--- config.mk ---
export PLATFORM = sky130hd
export DESIGN_NAME = acr_core
export DESIGN_NICKNAME = d
export VERILOG_FILES = /design/src/core/acr_pkg.sv /design/src/core/acr_core.sv
export SDC_FILE = /design/constraint.sdc
export NUM_CORES = 1
export LEC_CHECK = 0
export BUFFER_PORTS_ARGS = -buffer_cell sky130_fd_sc_hd__buf_2
export CAP_MARGIN = 10
export CORE_ASPECT_RATIO = 0.5
export CORE_MARGIN = 10
export CORE_UTILIZATION = 55
export CTS_BUF_LIST = sky130_fd_sc_hd__clkbuf_8
export DETAILED_ROUTE_END_ITERATION = 12
export PLACE_DENSITY_LB_ADDON = 0.05
export SKIP_CTS_REPAIR_TIMING = 1
export SLEW_MARGIN = 30
export SYNTH_ARGS = -nofsm -noshare
export SYNTH_HDL_FRONTEND = slang
export SYNTH_SLANG_ARGS = --single-unit
--- constraint.sdc ---
create_clock -name ref_clk -period 5.15 [get_ports ref_clk]
set_input_delay 0.515 -clock ref_clk [delete_from_list [all_inputs] [get_ports ref_clk]]
set_output_delay 0.515 -clock ref_clk [all_outputs]
set_load 0.01 [all_outputs]
--- src/core/acr_pkg.sv ---
package acr_pkg;

	// ************************************************
	// Clock division and frame layout
	// ************************************************
	localparam logic [2:0] DIV_LAST_256 = 3'h3;
	localparam logic [2:0] DIV_LAST_384 = 3'h5;
	localparam logic [2:0] HALF_256     = 3'h2;
	localparam logic [2:0] HALF_384     = 3'h3;
	localparam logic [5:0] FRAME_LAST   = 6'h3F;
	localparam logic [4:0] LJ_START     = 5'h00;
	localparam logic [4:0] I2S_START    = 5'h01;
	localparam logic [4:0] RJ_START     = 5'h10;
	localparam logic [4:0] RJ1_START    = 5'h11;
	localparam logic [4:0] NO_START     = 5'h1F;
	localparam logic [4:0] TAG_LSB_BIT  = 5'h01;
	localparam int         CAL_PERIODS  = 8192;
	localparam int         FIFO_DEPTH   = 4;
	localparam logic [1:0] WSEQ_DONE    = 2'h3;

	// ************************************************
	// Types
	// ************************************************
	typedef enum logic [2:0] {
		PH_WAIT_FALL = 3'b000,
		PH_WAIT_RISE = 3'b001,
		PH_WAIT_WORD = 3'b010,
		PH_CAL       = 3'b011,
		PH_RUN       = 3'b100
	} acr_phase_t;

	typedef struct packed {
		logic        ratio384;
		logic        bitClkPolaritySel;
		logic        slaveSel;
		logic        justifySel;
		logic        msbDelaySel;
	} acr_mode_t;

	typedef struct packed {
		logic [15:0] data;
		logic        overFs;
		logic        nearFs;
	} acr_sample_t;

	typedef struct packed {
		acr_sample_t left;
		acr_sample_t right;
	} acr_frame_t;

	typedef struct packed {
		logic [1:0]  rsync;
		acr_phase_t  phase;
		logic [1:0]  wseq;
		logic [2:0]  divCnt;
		logic        bclk;
		logic        channel_select_clock;
		logic [5:0]  bitIdx;
		logic        restart;
		logic [13:0] calCnt;
		logic [4:0]  dStart;
		logic [15:0] word;
		logic [1:0]  tag;
		acr_frame_t  frame;
		logic        sdo;
		logic        tagOut;
		logic        wclk;
		logic        modTick;
		logic        sampleTick;
		logic        load;
	} acr_state_t;

	localparam acr_state_t STATE_RESET = '{
		rsync: 2'h0, phase: PH_WAIT_FALL, wseq: 2'h0, divCnt: 3'h0,
		bclk: 1'b0, channel_select_clock: 1'b0, bitIdx: FRAME_LAST, restart: 1'b0,
		calCnt: 14'h0000, dStart: NO_START, word: 16'h0000, tag: 2'h0,
		frame: '0, sdo: 1'b0, tagOut: 1'b0, wclk: 1'b0,
		modTick: 1'b0, sampleTick: 1'b0, load: 1'b0};

endpackage

--- src/core/acr_core.sv ---
// Summary of operation
// - Master clock is 384 fs when ratio select high, 256 fs when low.
// - Divide master clock to a 64 fs modulator tick; words at fs.
// - Master mode makes all serial clocks from the master clock.
// - Reset clears decimation state and the output data buffer.
// - In reset serial data, flag, word and channel clock outputs low, power-down high, bit clock at polarity select level.
// - Reset may arrive asynchronously to the master clock.
// - Devices sharing clock and reset start sampling on the same cycle.
// - Slave mode stays static until channel clock falls then rises.
// - Word clock input mode waits for word high with channel_select_clock high, low, high.
// - Master calibration starts right after reset, lasting 8192 channel periods.
// - Slave calibration count starts after the first fall-then-rise.
// - Held reset means power-down with conversions stopped.
// - Leaving power-down starts in reset state, then calibration.
// - Two-bit level flag per sample, MSB first, with the channel clock.
// - Flag 00 under, 01 within under, 10 within over, 11 over.
// - Level flag follows the current sample, no peak hold.
// - Polarity high: data changes on falling bit clock edge, else rising.
// - Slave select high means slave mode, low means master.
// - Slave: bit and channel clocks are inputs; word clock input in one mode.

// ************************************************
// Sample buffer
// ************************************************
module acr_fifo #(
	parameter int WIDTH = 36,
	parameter int DEPTH = 4
) (
	// Clock and reset
	input  wire logic             ref_clk,
	input  wire logic             rst_n,
	// Fill side
	input  wire logic [WIDTH-1:0] inData,
	input  wire logic             inValid,
	output logic                  inReady,
	// Drain side
	output logic [WIDTH-1:0]      outData,
	output logic                  outValid,
	input  wire logic             outReady
);
	localparam int AW = $clog2(DEPTH);

	typedef struct packed {
		logic [DEPTH-1:0][WIDTH-1:0] mem;
		logic [AW-1:0]               wr;
		logic [AW-1:0]               rd;
		logic [AW:0]                 count;
	} acr_fifo_state_t;

	acr_fifo_state_t st;
	acr_fifo_state_t next_st;
	logic            push;
	logic            pop;

	assign inReady  = st.count != (AW+1)'(DEPTH);
	assign outValid = st.count != '0;
	assign outData  = st.mem[st.rd];
	assign push     = inValid & inReady;
	assign pop      = outReady & outValid;

	always_comb begin
		next_st = st;
		if (push) begin
			next_st.mem[st.wr] = inData;
			next_st.wr = (st.wr == AW'(DEPTH - 1)) ? '0 : st.wr + 1'b1;
		end
		if (pop) begin
			next_st.rd = (st.rd == AW'(DEPTH - 1)) ? '0 : st.rd + 1'b1;
		end
		next_st.count = st.count + (AW+1)'(push) - (AW+1)'(pop);
	end

	always_ff @(posedge ref_clk or negedge rst_n) begin
		if (!rst_n) begin
			st <= '0;
		end else begin
			st <= next_st;
		end
	end

endmodule // acr_fifo

// ************************************************
// Converter control
// ************************************************
module acr_core import acr_pkg::*; #(
	parameter int CAL_LEN = CAL_PERIODS
) (
	// Clock and reset
	input  wire logic  ref_clk,
	input  wire logic  rst_n,
	// Pin straps
	input  acr_mode_t  mode,
	// Slave clock inputs
	input  wire logic  bitClkIn,
	input  wire logic  channelSelectClockIn,
	input  wire logic  wordFrameClkIn,
	// Sample stream from decimator
	input  acr_frame_t sampleData,
	input  wire logic  sampleValid,
	output logic       sampleReady,
	// Serial port
	output logic       serialData,
	output logic       tagOut,
	output logic       bitClkOut,
	output logic       bitClkOe,
	output logic       channelSelectClockOut,
	output logic       channelSelectClockOe,
	output logic       wordFrameClkOut,
	output logic       wordFrameClkOe,
	// Status
	output logic       modTick,
	output logic       sampleTick,
	output logic       calBusy,
	output logic       sampling,
	output logic       powerDown
);
	localparam logic [13:0] CAL_LAST = 14'(CAL_LEN - 1);

	acr_state_t st;
	acr_state_t next_st;
	acr_frame_t fifoData;
	logic       fifoValid;
	logic       fifoPop;
	logic       lRise;
	logic       lFall;
	logic       master;
	logic       pol;
	logic       wclkInMode;
	logic       rjPulse;
	logic       active;
	logic       divLast;
	logic [2:0] half;
	logic [4:0] modeStart;

	acr_fifo #(
		.WIDTH ($bits(acr_frame_t)),
		.DEPTH (FIFO_DEPTH)
	) u_fifo (
		.ref_clk  (ref_clk),
		.rst_n    (rst_n),
		.inData   (sampleData),
		.inValid  (sampleValid),
		.inReady  (sampleReady),
		.outData  (fifoData),
		.outValid (fifoValid),
		.outReady (fifoPop)
	);

	assign master     = ~mode.slaveSel;
	assign pol        = mode.bitClkPolaritySel;
	assign wclkInMode = mode.slaveSel & mode.justifySel
		& ~mode.msbDelaySel;
	assign rjPulse    = master & mode.justifySel & ~mode.msbDelaySel;
	assign active     = (st.phase == PH_CAL) || (st.phase == PH_RUN);
	assign divLast    = st.divCnt >= (mode.ratio384 ? DIV_LAST_384
		: DIV_LAST_256);
	assign half       = mode.ratio384 ? HALF_384 : HALF_256;
	assign modeStart  = wclkInMode ? NO_START
		: mode.justifySel ? (mode.msbDelaySel ? RJ_START : RJ1_START)
		: (mode.msbDelaySel ? LJ_START : I2S_START);

	always_comb begin
		logic       bNow;
		logic       tx;
		logic [4:0] fb;
		logic [4:0] off;
		logic       inWin;
		bNow    = 1'b0;
		tx      = 1'b0;
		fb      = 5'h00;
		off     = 5'h00;
		inWin   = 1'b0;
		next_st = st;
		fifoPop = 1'b0;
		lRise   = 1'b0;
		lFall   = 1'b0;
		next_st.rsync      = {st.rsync[0], 1'b1};
		next_st.modTick    = 1'b0;
		next_st.sampleTick = 1'b0;
		next_st.load       = 1'b0;
		// Nothing moves before the release is synchronised
		if (st.rsync[1]) begin
			next_st.divCnt  = divLast ? 3'h0 : st.divCnt + 3'h1;
			next_st.modTick = divLast;
			bNow = master ? (next_st.divCnt < half) : bitClkIn;
			tx = pol ? (st.bclk & ~bNow) : (~st.bclk & bNow);
			next_st.bclk = bNow;
			if (tx && active) begin
				if (master) begin
					next_st.bitIdx = st.bitIdx + 6'h01;
					next_st.channel_select_clock   = ~next_st.bitIdx[5];
				end else begin
					next_st.bitIdx[5]   = ~channelSelectClockIn;
					next_st.bitIdx[4:0] = st.restart ? 5'h00
						: st.bitIdx[4:0] + 5'h01;
					next_st.restart     = 1'b0;
				end
				fb = next_st.bitIdx[4:0];
				if (fb == 5'h00) begin
					next_st.load   = 1'b1;
					next_st.dStart = modeStart;
					// Left field opens a new sample pair
					if (!next_st.bitIdx[5]) begin
						fifoPop            = fifoValid;
						next_st.sampleTick = 1'b1;
						if (fifoValid) begin
							next_st.frame = fifoData;
						end
						next_st.word = next_st.frame.left.data;
						next_st.tag  = {next_st.frame.left.overFs,
							next_st.frame.left.overFs
							^ next_st.frame.left.nearFs};
					end else begin
						next_st.word = next_st.frame.right.data;
						next_st.tag  = {next_st.frame.right.overFs,
							next_st.frame.right.overFs
							^ next_st.frame.right.nearFs};
					end
				end
				// MSB goes out in the bit after word clock seen high
				if (wclkInMode && wordFrameClkIn
					&& next_st.dStart == NO_START) begin
					next_st.dStart = fb + 5'h01;
				end
				off   = fb - next_st.dStart;
				inWin = (fb >= next_st.dStart) && !off[4];
				next_st.sdo    = inWin & next_st.word[~off[3:0]];
				next_st.tagOut = (fb == 5'h00) ? next_st.tag[1]
					: (fb == TAG_LSB_BIT) ? next_st.tag[0]
					: 1'b0;
				next_st.wclk   = wclkInMode ? 1'b0
					: rjPulse ? (fb == RJ_START) : inWin;
			end
			if (!master) begin
				next_st.channel_select_clock = channelSelectClockIn;
			end
			lRise = ~st.channel_select_clock & next_st.channel_select_clock;
			lFall = st.channel_select_clock & ~next_st.channel_select_clock;
			// Set wins over the clear done on a bit tick
			if (!master && (lRise || lFall)) begin
				next_st.restart = 1'b1;
			end
			if (wordFrameClkIn && st.wseq != WSEQ_DONE
				&& channelSelectClockIn == ~st.wseq[0]) begin
				next_st.wseq = st.wseq + 2'h1;
			end
			case (st.phase)
				PH_WAIT_FALL: begin
					if (master) begin
						next_st.phase = PH_CAL;
					end else if (lFall) begin
						next_st.phase = PH_WAIT_RISE;
					end
				end
				PH_WAIT_RISE: begin
					if (lRise) begin
						next_st.phase = wclkInMode ? PH_WAIT_WORD
							: PH_CAL;
					end
				end
				PH_WAIT_WORD: begin
					if (next_st.wseq == WSEQ_DONE) begin
						next_st.phase = PH_CAL;
					end
				end
				PH_CAL: begin
					if (lRise) begin
						if (st.calCnt == CAL_LAST) begin
							next_st.phase = PH_RUN;
						end else begin
							next_st.calCnt = st.calCnt + 14'h0001;
						end
					end
				end
				PH_RUN: begin
					next_st.phase = PH_RUN;
				end
				default: begin
					next_st.phase = PH_WAIT_FALL;
				end
			endcase
		end
	end

	// Async assert, constant reset value only
	always_ff @(posedge ref_clk or negedge rst_n) begin
		if (!rst_n) begin
			st <= STATE_RESET;
		end else begin
			st <= next_st;
		end
	end

	assign serialData            = st.sdo;
	assign tagOut                = st.tagOut;
	assign bitClkOut             = st.rsync[1] ? st.bclk : pol;
	assign bitClkOe              = master;
	assign channelSelectClockOut = master & st.channel_select_clock;
	assign channelSelectClockOe  = master;
	assign wordFrameClkOut       = st.wclk;
	assign wordFrameClkOe        = ~wclkInMode;
	assign modTick               = st.modTick;
	assign sampleTick            = st.sampleTick;
	assign calBusy               = st.phase == PH_CAL;
	assign sampling              = active;
	assign powerDown             = ~st.rsync[1];
endmodule // acr_core

Yosys cells after proc, flatten, opt, wreduce, memory -nomap -nowiden
Index checks and enable logic that the tools add are counted.
{"block": "classes", "n_addsub": 11, "multipliers": 0, "n_div": 0, "order_cmp": 7, "n_eq_ne": 22, "shifts": 0, "mux": 64, "n_bitwise": 27, "n_reduce_logical": 22}
{"op": "$mux W36", "n": 8}
{"op": "$mux W59", "n": 3}
{"op": "$bwmux W144", "n": 1}
{"op": "$bmux W36 S2", "n": 1}
{"op": "$demux W36 S2", "n": 1}
{"op": "$mux W5", "n": 6}
{"op": "$mux W3", "n": 9}
{"op": "$mux W1", "n": 22}
{"op": "$mux W18", "n": 1}
{"op": "$mux W6", "n": 3}
{"op": "$pmux W3 S5", "n": 1}
{"op": "$add A14 B1 Y14 const B", "n": 1}
{"op": "$eq A14 B13 Y1 const B", "n": 1}
{"op": "$and A1 B1 Y1", "n": 12}
{"op": "$mux W2", "n": 6}
{"op": "$ne A3 B3 Y1 const B", "n": 4}
{"op": "$not A1 Y1", "n": 12}
{"op": "$add A5 B1 Y5 const B", "n": 2}
{"op": "$eq A5 B5 Y1 const B", "n": 2}
{"op": "$logic_and A1 B1 Y1", "n": 8}
{"op": "$mux W8", "n": 1}
{"op": "$reduce_and A4 Y1", "n": 2}
{"op": "$add A2 B1 Y2 const B", "n": 3}
{"op": "$add A6 B1 Y6 const B", "n": 1}
{"op": "other kinds (32)", "n": 42}
{"block": "totals", "reg_bits": 248, "latchBits": 0, "mem_bits_rw": 0, "romBits": 0, "in_bits": 47, "elab_cells": 183, "memories": 0}

Longest topological paths before layout
Gate-level depths: netlist (run 1).
{"block": "logic_depth", "depth_word": 30, "ltp_mapped": 18}

Modules after synthesis
A second synthesis (run 1) with hierarchy kept.
{"block": "unflattened", "hier_cells": 911, "area_unflattened_um2": 12762.2}
{"mod": "acr_fifo", "n_inst": 1, "cells_each": 386, "area_per_inst_um2": 7260.7, "seq_area_each_um2": 3778.6}
{"mod": "acr_core", "n_inst": 1, "cells_each": 525, "area_per_inst_um2": 5501.5, "seq_area_each_um2": 2416.1}

Worst setup path after synthesis (run 1)
Ideal clock, no wire load.
{"block": "synth_path", "kind": "reg2reg", "startpoint": "reg st[80] in the netlist's numbering", "endpoint": "reg st (netlist bit serialData)", "setup_ns": 0.104, "t_arrival_ns": 3.611, "setup_slack_ns": 1.435, "path_stages_with_launch": 16, "cell_sequence": "dfstp_2 > ha_1 > and3_4 > mux2i_4 > nand4_1 > clkbuf_1 > clkbuf_1 > a21oi_1 > nor2_1 > fa_1 > or3_1 > a21oi_1 > nor3_1 > a32oi_1 > nand3_1 > o41ai_2"}
{"block": "synth_between", "elab_chain_cells": 19, "elab_cells_between_ends": 25}
{"element": "start, declared", "line_no": "acr_core.sv:120", "source": "acr_state_t st;"}
{"element": "start signal, assigned", "line_no": "acr_core.sv:291", "source": "st <= next_st;"}
{"element": "$add A5 B1 Y5", "line_no": "acr_core.sv:196", "source": ": st.bitIdx[4:0] + 5'h01;"}
{"element": "$mux W5", "line_no": "acr_core.sv:195", "source": "next_st.bitIdx[4:0] = st.restart ? 5'h00"}
{"element": "$mux W6 (*)", "line_no": "acr_core.sv:190", "source": "if (master) begin"}
{"element": "$mux W6 (*)", "line_no": "acr_core.sv:189", "source": "if (tx && active) begin"}
{"element": "$mux W6 (*)", "line_no": "acr_core.sv:183", "source": "if (st.rsync[1]) begin"}
{"element": "$logic_not A5 Y1", "line_no": "acr_core.sv:200", "source": "if (fb == 5'h00) begin"}
{"element": "$mux W59", "line_no": "acr_core.sv:200"}
{"element": "$mux W59", "line_no": "acr_core.sv:189"}
{"element": "[3 not listed]"}
{"element": "$mux W5", "line_no": "acr_core.sv:222", "source": "if (wclkInMode && wordFrameClkIn"}
{"element": "$mux W5", "line_no": "acr_core.sv:189"}
{"element": "$mux W5", "line_no": "acr_core.sv:183"}
{"element": "$sub A5 B5 Y5", "line_no": "acr_core.sv:226", "source": "off = fb - next_st.dStart;"}
{"element": "$not A4 Y4", "line_no": "acr_core.sv:228", "source": "next_st.sdo = inWin & next_st.word[~off[3:0]];"}
{"element": "$bmux W1 S4", "line_no": "acr_core.sv:228"}
{"element": "$mux W1 (not written as such)", "line_no": "acr_core.sv:228"}
{"element": "$and A1 B1 Y1 (*)", "line_no": "acr_core.sv:228"}
Mark *: on every way between the ends. The rest lies on a longest branch, timed or not. The select of a mux whose other input is x is not followed.
A chain may end at the register's enable or synchronous reset.

Worst setup path after layout (run 1)
Same ends and word-level chain as after synthesis.

==> metrics.md, run 1 <==
| Metric | Value |
|---|---|
| Critical path arrival | between 4000 and 5000 ps |
| Asr flop ratio synth | 100% |
| Worst slew pin tran | between 900 and 1000 ps |
| Clk slew on worst S/H paths | around 70 ps |
| Final Wtd Congestion | just under 0.9 |
| Met3 wire length | ~1.3 mm |
| Startpoint Class | flip-flop |
| Footprint of the multi-input gates | approximately 0.0056 mm^2 |
| First-pass GRT wire length | 43.2 mm |
| GRT Overall Usage | between 10% and 20% |
| Final Core Density | 62.5% |
| Most common cell after layout, fill and taps aside | dfrtp_1 |
| Worst hold path class | in2async |
| Cell Rows | 38 |
| Post-Synthesis Cells | around 960 |
| Setup TNS | 0 ps |
| Share of cells above drive strength 1 | roughly 36% |
| Syn avg cell area | roughly 13 um^2 |
| Skew final | between 20 and 25 ps |
| FF-to-FF setup slack | around 800 ps |
| CTS Sinks | ~250 |
| DR vias | just under 8000 |
| Setup ws final | roughly 800 ps |
| Die Wd | around 230 um |
| Detailed Place HPWL | between 15 and 20 mm |
| CTS tree | done |
| Met2 wire length | between 10 and 15 mm |
| Register Area | about 0.0062 mm^2 |
| Worst Path Required | ~5600 ps |
| Gr ovfl total | 0 |
| Detailed-route wire length | between 20 and 30 mm |
| Synth area leader | dfrtp_1 |
| ANT nets after route | 0 |
| Unrepaired setup endpoints after global routing | false |
| RR Startpoint | st[80]$_DFFE_PN1P_ |
| DR DRC count | 0 |
| Top-area cell type share of the netlist area | between 40% and 50% |
| Layout Nets | 1092 |
| Synth Warn # | 0 |
| Peak VDD IR | between 300 and 400 uV |
| Initial Util | 56.0% |
| Number of setup violations in the final report | 0 |
| Initial antenna violation count | 1 |
| Initial DRC count | approximately 500 |
| # H-tree levels | 2 |
| Area growth syn-to-layout | 11.7% |
| Total design power | roughly 8.5 mW |
| Post-synth cell types | 67 |
| CTS max path bufs | 3 |
| Post-synthesis cell area | between 0.01 and 0.015 mm^2 |
| Pins Over Slew Limit | 0 |
| Number of max-cap violations | 0 |
| Final Critical Period | between 4000 and 5000 ps |
| Chip Height | approximately 120 um |
| Kind of critical path | reg2reg |
| Sequential area share after synthesis | 51.2% |
| Post-place setup slack | approximately 870 ps |
| Die area | approximately 0.029 mm^2 |
| Total CTS buffers | 37 |
| Pin count of the biggest net entering global routing | 109 |
| Vias per cell | roughly 5.8 |
| Worst R2R End | serialData$_DFFE_PN0P_ |
| Power Dens Cells | roughly 630 mW/mm^2 |
| Post-synth EDFFs | 0 |
| Highest-count cells in the layout ignoring fill and taps | dfrtp_1 (234), mux2_2 (181), nand2_1 (69), o21ai_0 (67), buf_2 (59) |
| DR top layer | met4 |
| IO buf count | 60 |
| CP Max Fanout | 14 |
| Vias in the first global route | about 8100 |
| DRT Pass-1 Iters | 5 |
| DRT met1 WL | around 13 mm |
| Boundary Pins | 61 |
| Worst-skew pair later-pin latency | ~540 ps |
| Slew margin rel. | 34.8% |
| Final number of hold-violating endpoints | 0 |
| Net Count, Synth | approximately 1000 |
| Drt wl/cell | just under 20 um |
| Status | finished, final reports clean |
| Final period utilization | between 80 and 90% |
| Seq cells post-synth | approximately 250 |
| CP startpoint | st[80]$_DFFE_PN1P_ |
| Clock Tree Root | clkbuf_8 |
| Cells on worst reg2reg path | 14 |
| Primary FF master, synth | dfrtp_1 |
| Fmax | between 0.2 and 0.25 GHz |
| Top cells by area, synth | dfrtp_1 (49%), mux2_2 (17%), mux4_2 (6.7%) |
| Core area | 0.0216 mm^2 |
| Leakage | 5.96 nW |
| Fillers | 1755 |
| Crit end category | flip-flop |
routing by layer:
metal / up-vias / track usage [%]
li1: 3637 / -
met2: 146 / 28.0
met3: 37 / 4.16
met4: 0 / 4.00
met5: - / 0
met1: 3915 / 26.4
cell type report:
class | count | area share (%)
Clock buffer | 51 | 5.19
Clock inverter | 11 | 0.638
Inverter | 28 | 0.777
Multi-Input combinational cell | 630 | 41.4
Timing Repair Buffer | 77 | 3.33
Sequential cell | 247 | 45.8
Tap cell | 300 | 2.78
Antenna cell | 1 | 0.0185
stage by stage:
step | instance area [um^2] | hold slack, ps | instances
after floorplan | 12100 | 219 | 958
after global placement | 12700 | 334 | 1282
after detailed placement | 12700 | 335 | 1282
after CTS | 13500 | 58.9 | 1344
after global routing | 13500 | 66.4 | 1344
final | 13500 | 21.7 | 1345
registers in the layout, indices dropped and copies added (netlist names):
name / flops
serialData: 1
wordFrameClkOut: 1
st: 90
sampleTick: 1
u_fifo.st: 151
tagOut: 1
next_st: 1
modTick: 1
where the power goes:
group	total (mW)	internal, mW	leakage [nW]	switching, mW
registers	3.34	2.82	3.03	0.524
logic	3.48	1.81	2.51	1.68
clock network	1.70	0.931	0.428	0.764
cell families (layout without fill, tap and decap cells):
logic type / count (synthesis) / in the layout / share of synthesized area [%]
AND/OR/NAND/NOR: 184 / 184 / 7.80
buffers and inverters: 81 / 167 / 2.67
adder cells (fa/ha/maj): 24 / 24 / 2.60
flip-flops: 247 / 247 / 51.2
AO/OA/AOI/OAI: 157 / 157 / 8.36
other: 1 / 2 / 0.0310
XOR/XNOR: 25 / 25 / 1.81
multiplexers: 239 / 239 / 25.6
worst max-delay path, cell delays in order (launching register included):
cell and delay [ps]:
dfstp_2 570, ha_1 220, and3_4 230, mux2i_4 300, inv_2 190, nor3_2 470
nor2_1 70, a221oi_1 290, ha_1 260, fa_1 290, nor3_1 100, or4_1 520
a32oi_1 320, nand3_1 170, o41ai_2 230
synth_stat cells, types with 10 or more instances:
library cell  instances
nand4_1              10
mux2i_1              20
dfstp_2              11
nand3_1              18
and3_1               13
mux4_2               36
o41ai_1              10
nand2_1              71
inv_1                26
mux2_2              181
nor2_1               24
clkbuf_1             43
dfrtp_1             236
ha_1                 22
xor2_1               14
a21oi_1              24
o21ai_0              67
xnor2_1              11
worst max path at each step:
| stage | to | slack [ps] |
|---|---|---|
| 2_1_floorplan | serialData$_DFFE_PN0P_ | 1440 |
| 3_3_place_gp | serialData$_DFFE_PN0P_ | 940 |
| 3_5_place_dp | serialData$_DFFE_PN0P_ | 870 |
| 4_1_cts | serialData$_DFFE_PN0P_ | 840 |
| 5_1_grt | serialData$_DFFE_PN0P_ | 490 |
| 6_report | serialData$_DFFE_PN0P_ | 800 |
(Power assumes the default switching activity.)
==> run 2, diff against run 1 <==
==> constraint.sdc (replaced) <==
create_clock -name ref_clk -period 3.5 [get_ports ref_clk]
set_input_delay 0.35 -clock ref_clk [delete_from_list [all_inputs] [get_ports ref_clk]]
set_output_delay 0.35 -clock ref_clk [all_outputs]
set_load 0.01 [all_outputs]
==> run 2 against run 1 <==
Compared with the run above: the flow now finishes with violations (setup timing); via count rose by 3.4%; die area did not move; non-clock buffer count rose by 44; wire length rose by 0.38%; flip-flop and latch count did not move; register-to-register slack got worse by 920 ps; clock skew fell by 3.1 ps; largest cell class unchanged; largest power group unchanged.
==> metrics.md, run 2 (same netlist as run 1, synthesis figures left out) <==
| Metric | Value |
|---|---|
| Die area | 0.0287 mm^2 (unchanged) |
| CP Cell Sequence | ha_4 -> and3_4 -> mux2i_4 -> inv_2 -> nor3_4 -> buf_6 -> a221oi_2 -> ha_2 -> fa_2 -> buf_4 -> or3_4 -> and2_4 -> and3_4 -> o41ai_2 (was ha_1 -> and3_4 -> mux2i_4 -> inv_2 -> nor3_2 -> nor2_1 -> a221oi_1 -> ha_1 -> fa_1 -> nor3_1 -> or4_1 -> a32oi_1 -> nand3_1 -> o41ai_2) |
| Kind of critical path | reg2reg (unchanged) |
| Number of max-cap violations | 0 (unchanged) |
| Total CTS buffers | 37 (unchanged) |
| Fillers | 1685 (was 1755) |
| Gr ovfl total | 0 (unchanged) |
| Initial Util | 56.0% (unchanged) |
| Startpoint Class | flip-flop (unchanged) |
| Detailed-route wire length | 26.5 mm (was 26.4 mm) |
| Vias in the first global route | 8223 (was 8097) |
| Worst hold path class | in2reg (was in2async) |
| Chip Height | 125 um (unchanged) |
| Finished Layout Cells | 1386 (was 1345) |
| Initial DRC count | 573 (was 489) |
| Worst-skew pair later-pin latency | 540 ps (about the same) |
| Skew final | 20.8 ps (was 23.9 ps) |
| Initial antenna violation count | 0 (was 1) |
| Highest-count cells in the layout ignoring fill and taps | dfrtp_1 (235), mux2_2 (181), nand2_1 (70), o21ai_0 (66), buf_2 (59) (was dfrtp_1 (234), mux2_2 (181), nand2_1 (69), o21ai_0 (67), buf_2 (59)) |
| Hold slack | 87.2 ps (was 21.7 ps) |
| Critical path arrival | 4040 ps (was 4770 ps) |
| IO buf count | 60 (unchanged) |
| Most frequent CP cell | and3_4 (was ha_1) |
| # H-tree levels | 2 (unchanged) |
| Layout Nets | 1136 (was 1092) |
| Peak VDD IR | 443 uV (was 356 uV) |
| Most common cell after layout, fill and taps aside | dfrtp_1 (unchanged) |
| CTS Sinks | 247 (unchanged) |
| Final Wtd Congestion | 0.833 (was 0.871) |
| Slowest-stage cell, CP | dfstp_2 (unchanged) |
| Cell Rows | 38 (unchanged) |
| Top reg by flops | u_fifo.st (unchanged) |
| Crit end category | flip-flop (unchanged) |
| ANT nets after route | 0 (unchanged) |
| DRT met1 WL | 13.1 mm (was 13.0 mm) |
| Setup TNS | -165 ps (was 0 ps) |
| Power Dens Cells | 910 mW/mm^2 (was 630 mW/mm^2) |
| Unrepaired setup endpoints after global routing | true (was false) |
| CTS max path bufs | 3 (unchanged) |
| Slew margin rel. | 60.5% (was 34.8%) |
| First-pass GRT wire length | 43.7 mm (was 43.2 mm) |
| Setup ws final | -116 ps (was 799 ps) |
| Finished Cell Area | 0.0139 mm^2 (was 0.0135 mm^2) |
| Pins Over Slew Limit | 0 (unchanged) |
| Area growth syn-to-layout | 14.6% (was 11.7%) |
| Final Critical Period | 3620 ps (was 4350 ps) |
| Clock Tree Root | clkbuf_8 (unchanged) |
| Number of setup violations in the final report | 2 (was 0) |
| Clk slew on worst S/H paths | 60 ps (was 70 ps) |
| Detailed Place HPWL | 18.1 mm (was 17.8 mm) |
| Final number of hold-violating endpoints | 0 (unchanged) |
| CP Max Fanout | 5 (was 14) |
| DR top layer | met4 (unchanged) |
| Drt wl/cell | 19.1 um (was 19.6 um) |
| Met2 wire length | 11.7 mm (about the same) |
| DR DRC count | 0 (unchanged) |
| CP peak stage delay | 570 ps (about the same) |
| CTS tree | done (unchanged) |
| Worst slew pin tran | 592 ps (was 975 ps) |
| Final period utilization | 103% (was 84.5%) |
| Vias per cell | 5.77 (was 5.75) |
| Fmax | 0.277 GHz (was 0.230 GHz) |
| Worst Path Required | 3920 ps (was 5570 ps) |
| Cell count after placement | 1322 (was 1282) |
| Violated checks | setup timing |
| Max reg flops | 151 (unchanged) |
| Met3 wire length | 1.28 mm (was 1.26 mm) |
| DR vias | 8000 (was 7735) |
| Boundary Pins | 61 (unchanged) |
| Leakage | 6.18 nW (was 5.96 nW) |
| Biggest regs | u_fifo.st x151, st x90 (unchanged) |
| Dpl cell area | 0.0131 mm^2 (was 0.0127 mm^2) |
| Core area | 0.0216 mm^2 (unchanged) |
| GRT Overall Usage | 18.5% (was 18.4%) |
| DRT Pass-1 Iters | 5 (unchanged) |
| Die Wd | 230 um (unchanged) |
| Status | finished, violations left (was finished, final reports clean) |
| Share of cells above drive strength 1 | 39.6% (was 36.5%) |
| Diode count | 0 (was 1) |
| Pin count of the biggest net entering global routing | 99 (was 109) |
-- run 2: cell types whose count changed in the layout (fill, tap and decap cells not counted), moves of 3 or more --
cell	previous run	this run
buf_12	1	5
nor2_1	23	19
inv_1	32	42
clkbuf_8	51	42
ha_1	22	18
nor2_2	1	4
buf_4	16	53
-- run 2: final cells by class --
type                    instances  area, um^2  share of cell area (%)
clock buffers                  42         578                    4.17
clock inverters                18        73.8                   0.532
inverters                      28         105                   0.757
multi-input cells             630        5710                    41.1
flip-flops and latches        247        6200                    44.6
well taps                     300         375                    2.70
repair buffers                121         841                    6.06
-- run 2: path summary, 6_finish.rpt --
check                                      start                        to  slack [ps]  cells after the start
max                           st[81]$_DFFE_PN1P_    serialData$_DFFE_PN0P_        -120                     14
min                                sampleData[2]  u_fifo.st[9]$_DFFE_PN0P_          90                      2
max reg2reg                   st[81]$_DFFE_PN1P_    serialData$_DFFE_PN0P_        -120                     14
min reg2reg                next_st[97]$_DFF_PN0_          st[97]$_DFF_PN0_         350                      0
max in group asynchronous                  rst_n  u_fifo.st[3]$_DFFE_PN0P_        2200                      3
min in group asynchronous                  rst_n        st[74]$_DFFE_PN0P_         350                      2
-- run 2: report_power, final --
part           internal [mW]  total (mW)  switching (mW)
sequential              4.15        4.85           0.704
combinational           2.95        5.59            2.64
clock                   1.09        2.17            1.09
total                   8.19        12.6            4.44
-- run 2: worst max-delay path, delay by kind of cell, from the launching register on --
family	cells	cell delay, ps
AOI/OAI and AO/OA	2	410
adders and majority gates	3	770
buffers and inverters	3	380
DFF	1	570
and+or+nand+nor	5	1150
muxes	1	250
-- run 2: stage by stage --
stage	setup slack (ps)	total power, mW	util (%)
2_1_floorplan	-11.8	8.71	-
3_3_place_gp	-4.01	10.1	60.6
3_5_place_dp	-95.0	10.3	60.6
4_1_cts	-125	12.5	63.6
5_1_grt	-289	13.6	64.1
6_report	-116	12.6	64.1
-- run 2: per-layer routing --
layer,up-vias,track usage [%]
li1,3731,-
met1,4079,27.2
met2,151,27.6
met3,39,4.18
met4,0,3.73
met5,-,0
==> run 3, diff against run 2 <==
--- a/config.mk
+++ b/config.mk
@@ -12,7 +12,7 @@
 export CORE_UTILIZATION = 55
 export CTS_BUF_LIST = sky130_fd_sc_hd__clkbuf_8
 export DETAILED_ROUTE_END_ITERATION = 12
-export PLACE_DENSITY_LB_ADDON = 0.05
+export PLACE_DENSITY = 0.76
 export SKIP_CTS_REPAIR_TIMING = 1
 export SLEW_MARGIN = 30
 export SYNTH_ARGS = -nofsm -noshare
==> run 3 against run 2 <==
Compared with the run above: the flow still finishes with violations (setup timing); via count rose by 1.3%; sequential power about the same; global-route usage grew 0.14 points; hold slack got worse by 7.3 ps; critical endpoint is now wordFrameClkOut$_DFFE_PN0P_; largest cell class unchanged; highest routed layer unchanged.
==> metrics.md, run 3 (same netlist as run 1, synthesis figures left out) <==
| Metric | Value |
|---|---|
| CTS max path bufs | 3 (unchanged) |
| Slew margin rel. | 54.8% (was 60.5%) |
| Startpoint Class | flip-flop (unchanged) |
| First-pass GRT wire length | 44.0 mm (was 43.7 mm) |
| Worst-skew pair later-pin latency | 540 ps (about the same) |
| Chip Height | 125 um (unchanged) |
| Clk slew on worst S/H paths | 60 ps (about the same) |
| Initial antenna violation count | 0 (unchanged) |
| GRT Overall Usage | 18.7% (was 18.5%) |
| WP buf/inv | 2 (was 3) |
| ANT nets after route | 0 (unchanged) |
| Die area | 0.0287 mm^2 (unchanged) |
| Highest-count cells in the layout ignoring fill and taps | dfrtp_1 (235), mux2_2 (181), nand2_1 (70), o21ai_0 (65), buf_4 (62) (was dfrtp_1 (235), mux2_2 (181), nand2_1 (70), o21ai_0 (66), buf_2 (59)) |
| Boundary Pins | 61 (unchanged) |
| DR DRC count | 0 (unchanged) |
| Most common cell after layout, fill and taps aside | dfrtp_1 (unchanged) |
| Worst hold path class | in2reg (unchanged) |
| Kind of critical path | reg2reg (unchanged) |
| Initial DRC count | 647 (was 573) |
| Detailed-route wire length | 26.8 mm (was 26.5 mm) |
| Total CTS buffers | 37 (unchanged) |
| Crit end category | flip-flop (unchanged) |
| Fmax | 0.276 GHz (was 0.277 GHz) |
| Leakage | 6.22 nW (was 6.18 nW) |
| Power Dens Cells | 913 mW/mm^2 (was 910 mW/mm^2) |
| Top reg by flops | u_fifo.st (unchanged) |
| Layout Nets | 1142 (was 1136) |
| Slowest-stage cell, CP | dfstp_2 (unchanged) |
| Final period utilization | 103% (about the same) |
| Vias per cell | 5.81 (was 5.77) |
| Register Area | 0.00620 mm^2 (unchanged) |
| Area growth syn-to-layout | 15.5% (was 14.6%) |
| Final Critical Period | 3620 ps (about the same) |
| Max reg flops | 151 (unchanged) |
| Setup ws final | -120 ps (was -116 ps) |
| Violated checks | setup timing (unchanged) |
| Biggest regs | u_fifo.st x151, st x90 (unchanged) |
| Status | finished, violations left (unchanged) |
| Die Wd | 230 um (unchanged) |
| Pin count of the biggest net entering global routing | 88 (was 99) |
| Initial Util | 56.0% (unchanged) |
| Worst slew pin tran | 678 ps (was 592 ps) |
| Footprint of the multi-input gates | 0.00576 mm^2 (was 0.00571 mm^2) |
| Number of max-cap violations | 0 (unchanged) |
| Critical path arrival | 4080 ps (was 4040 ps) |
| Hold slack | 79.9 ps (was 87.2 ps) |
| # H-tree levels | 2 (unchanged) |
| CP top delay family | simple AND/OR/NAND/NOR gates (unchanged) |
| CTS Sinks | 247 (unchanged) |
| Skew final | 17.1 ps (was 20.8 ps) |
| Core area | 0.0216 mm^2 (unchanged) |
| Drt wl/cell | 19.2 um (was 19.1 um) |
| Cell Rows | 38 (unchanged) |
| Gr ovfl total | 0 (unchanged) |
| DR vias | 8101 (was 8000) |
| Share of cells above drive strength 1 | 40.3% (was 39.6%) |
| Fillers | 1564 (was 1685) |
| Final number of hold-violating endpoints | 0 (unchanged) |
| Unrepaired setup endpoints after global routing | true (unchanged) |
| Peak VDD IR | 350 uV (was 443 uV) |
| Final Wtd Congestion | 0.914 (was 0.833) |
| Pins Over Slew Limit | 0 (unchanged) |
| Vias in the first global route | 8451 (was 8223) |
| CTS tree | done (unchanged) |
| IO buf count | 60 (unchanged) |
| CP Max Fanout | 5 (unchanged) |
| Clock Tree Root | clkbuf_8 (unchanged) |
| Setup TNS | -236 ps (was -165 ps) |
| CP Cell Sequence | ha_4 -> and3_4 -> mux2i_4 -> inv_2 -> nor3_4 -> nor2_2 -> a221oi_2 -> ha_2 -> fa_2 -> o31ai_4 -> or4_4 -> a32oi_4 -> buf_4 -> o22ai_1 -> o21ai_1 (was ha_4 -> and3_4 -> mux2i_4 -> inv_2 -> nor3_4 -> buf_6 -> a221oi_2 -> ha_2 -> fa_2 -> buf_4 -> or3_4 -> and2_4 -> and3_4 -> o41ai_2) |
| Detailed Place HPWL | 18.4 mm (was 18.1 mm) |
| DRT Pass-1 Iters | 4 (was 5) |
| Worst Path Required | 3960 ps (was 3920 ps) |
| CP peak stage delay | 580 ps (was 570 ps) |
| Number of setup violations in the final report | 2 (unchanged) |
[run 3: power by group]
group          internal [mW]  total [mW]  switching (mW)
Clock                   1.17        2.27            1.10
Sequential              4.15        4.87           0.719
Combinational           2.97        5.62            2.65
Total                   8.29        12.8            4.47
[run 3: worst reg2reg max path, delay by kind of cell (launching register included)]
kind	cells	cell delay (ps)
buffers and inverters	2	220
AOI/OAI and AO/OA	5	790
muxes	1	240
and+or+nand+nor	4	1000
adders and majority gates	3	720
DFF	1	580
[run 3: through the flow]
step           area [um^2]  std cells  total power, mW  utilization, %  setup slack [ps]
2_1_floorplan        12200        958             8.71               -             -11.8
3_3_place_gp         13100       1323             9.98            60.5             -10.8
3_5_place_dp         13100       1323             10.3            60.5              -163
4_1_cts              13800       1385             12.6            63.7              -171
5_1_grt              14000       1394             13.6            64.6              -263
6_report             14000       1395             12.8            64.7              -120
[run 3: layer usage]
layer  routed length, um  GRT usage [%]
met3                1380           4.12
met1               12700           26.2
met5                   0              0
met2               12300           29.1
met4                 354           4.35
[run 3: cell type report]
type	instances	share of cell area, %
sequential	247	44.3
multi-input combinational	630	41.2
timing repair buffer	127	6.07
clock buffer	42	4.13
tap	300	2.68
clock inverter	20	0.841
inverter	28	0.751
antenna	1	0.0179
[run 3: final timing paths]
kind                                             from                          end  slack [ps]  cells after the start
min in group asynchronous                       rst_n       u_fifo.st[0]$_DFF_PN0_         380                      2
worst max register to register     st[81]$_DFFE_PN1P_  wordFrameClkOut$_DFFE_PN0P_        -120                     15
worst max-delay path               st[81]$_DFFE_PN1P_  wordFrameClkOut$_DFFE_PN0P_        -120                     15
worst min register to register  next_st[97]$_DFF_PN0_             st[97]$_DFF_PN0_         350                      0
max in group asynchronous                       rst_n           st[62]$_DFFE_PN1P_        2130                      3
worst min-delay path                   sampleData[35]    u_fifo.st[42]$_DFFE_PN0P_          80                      2
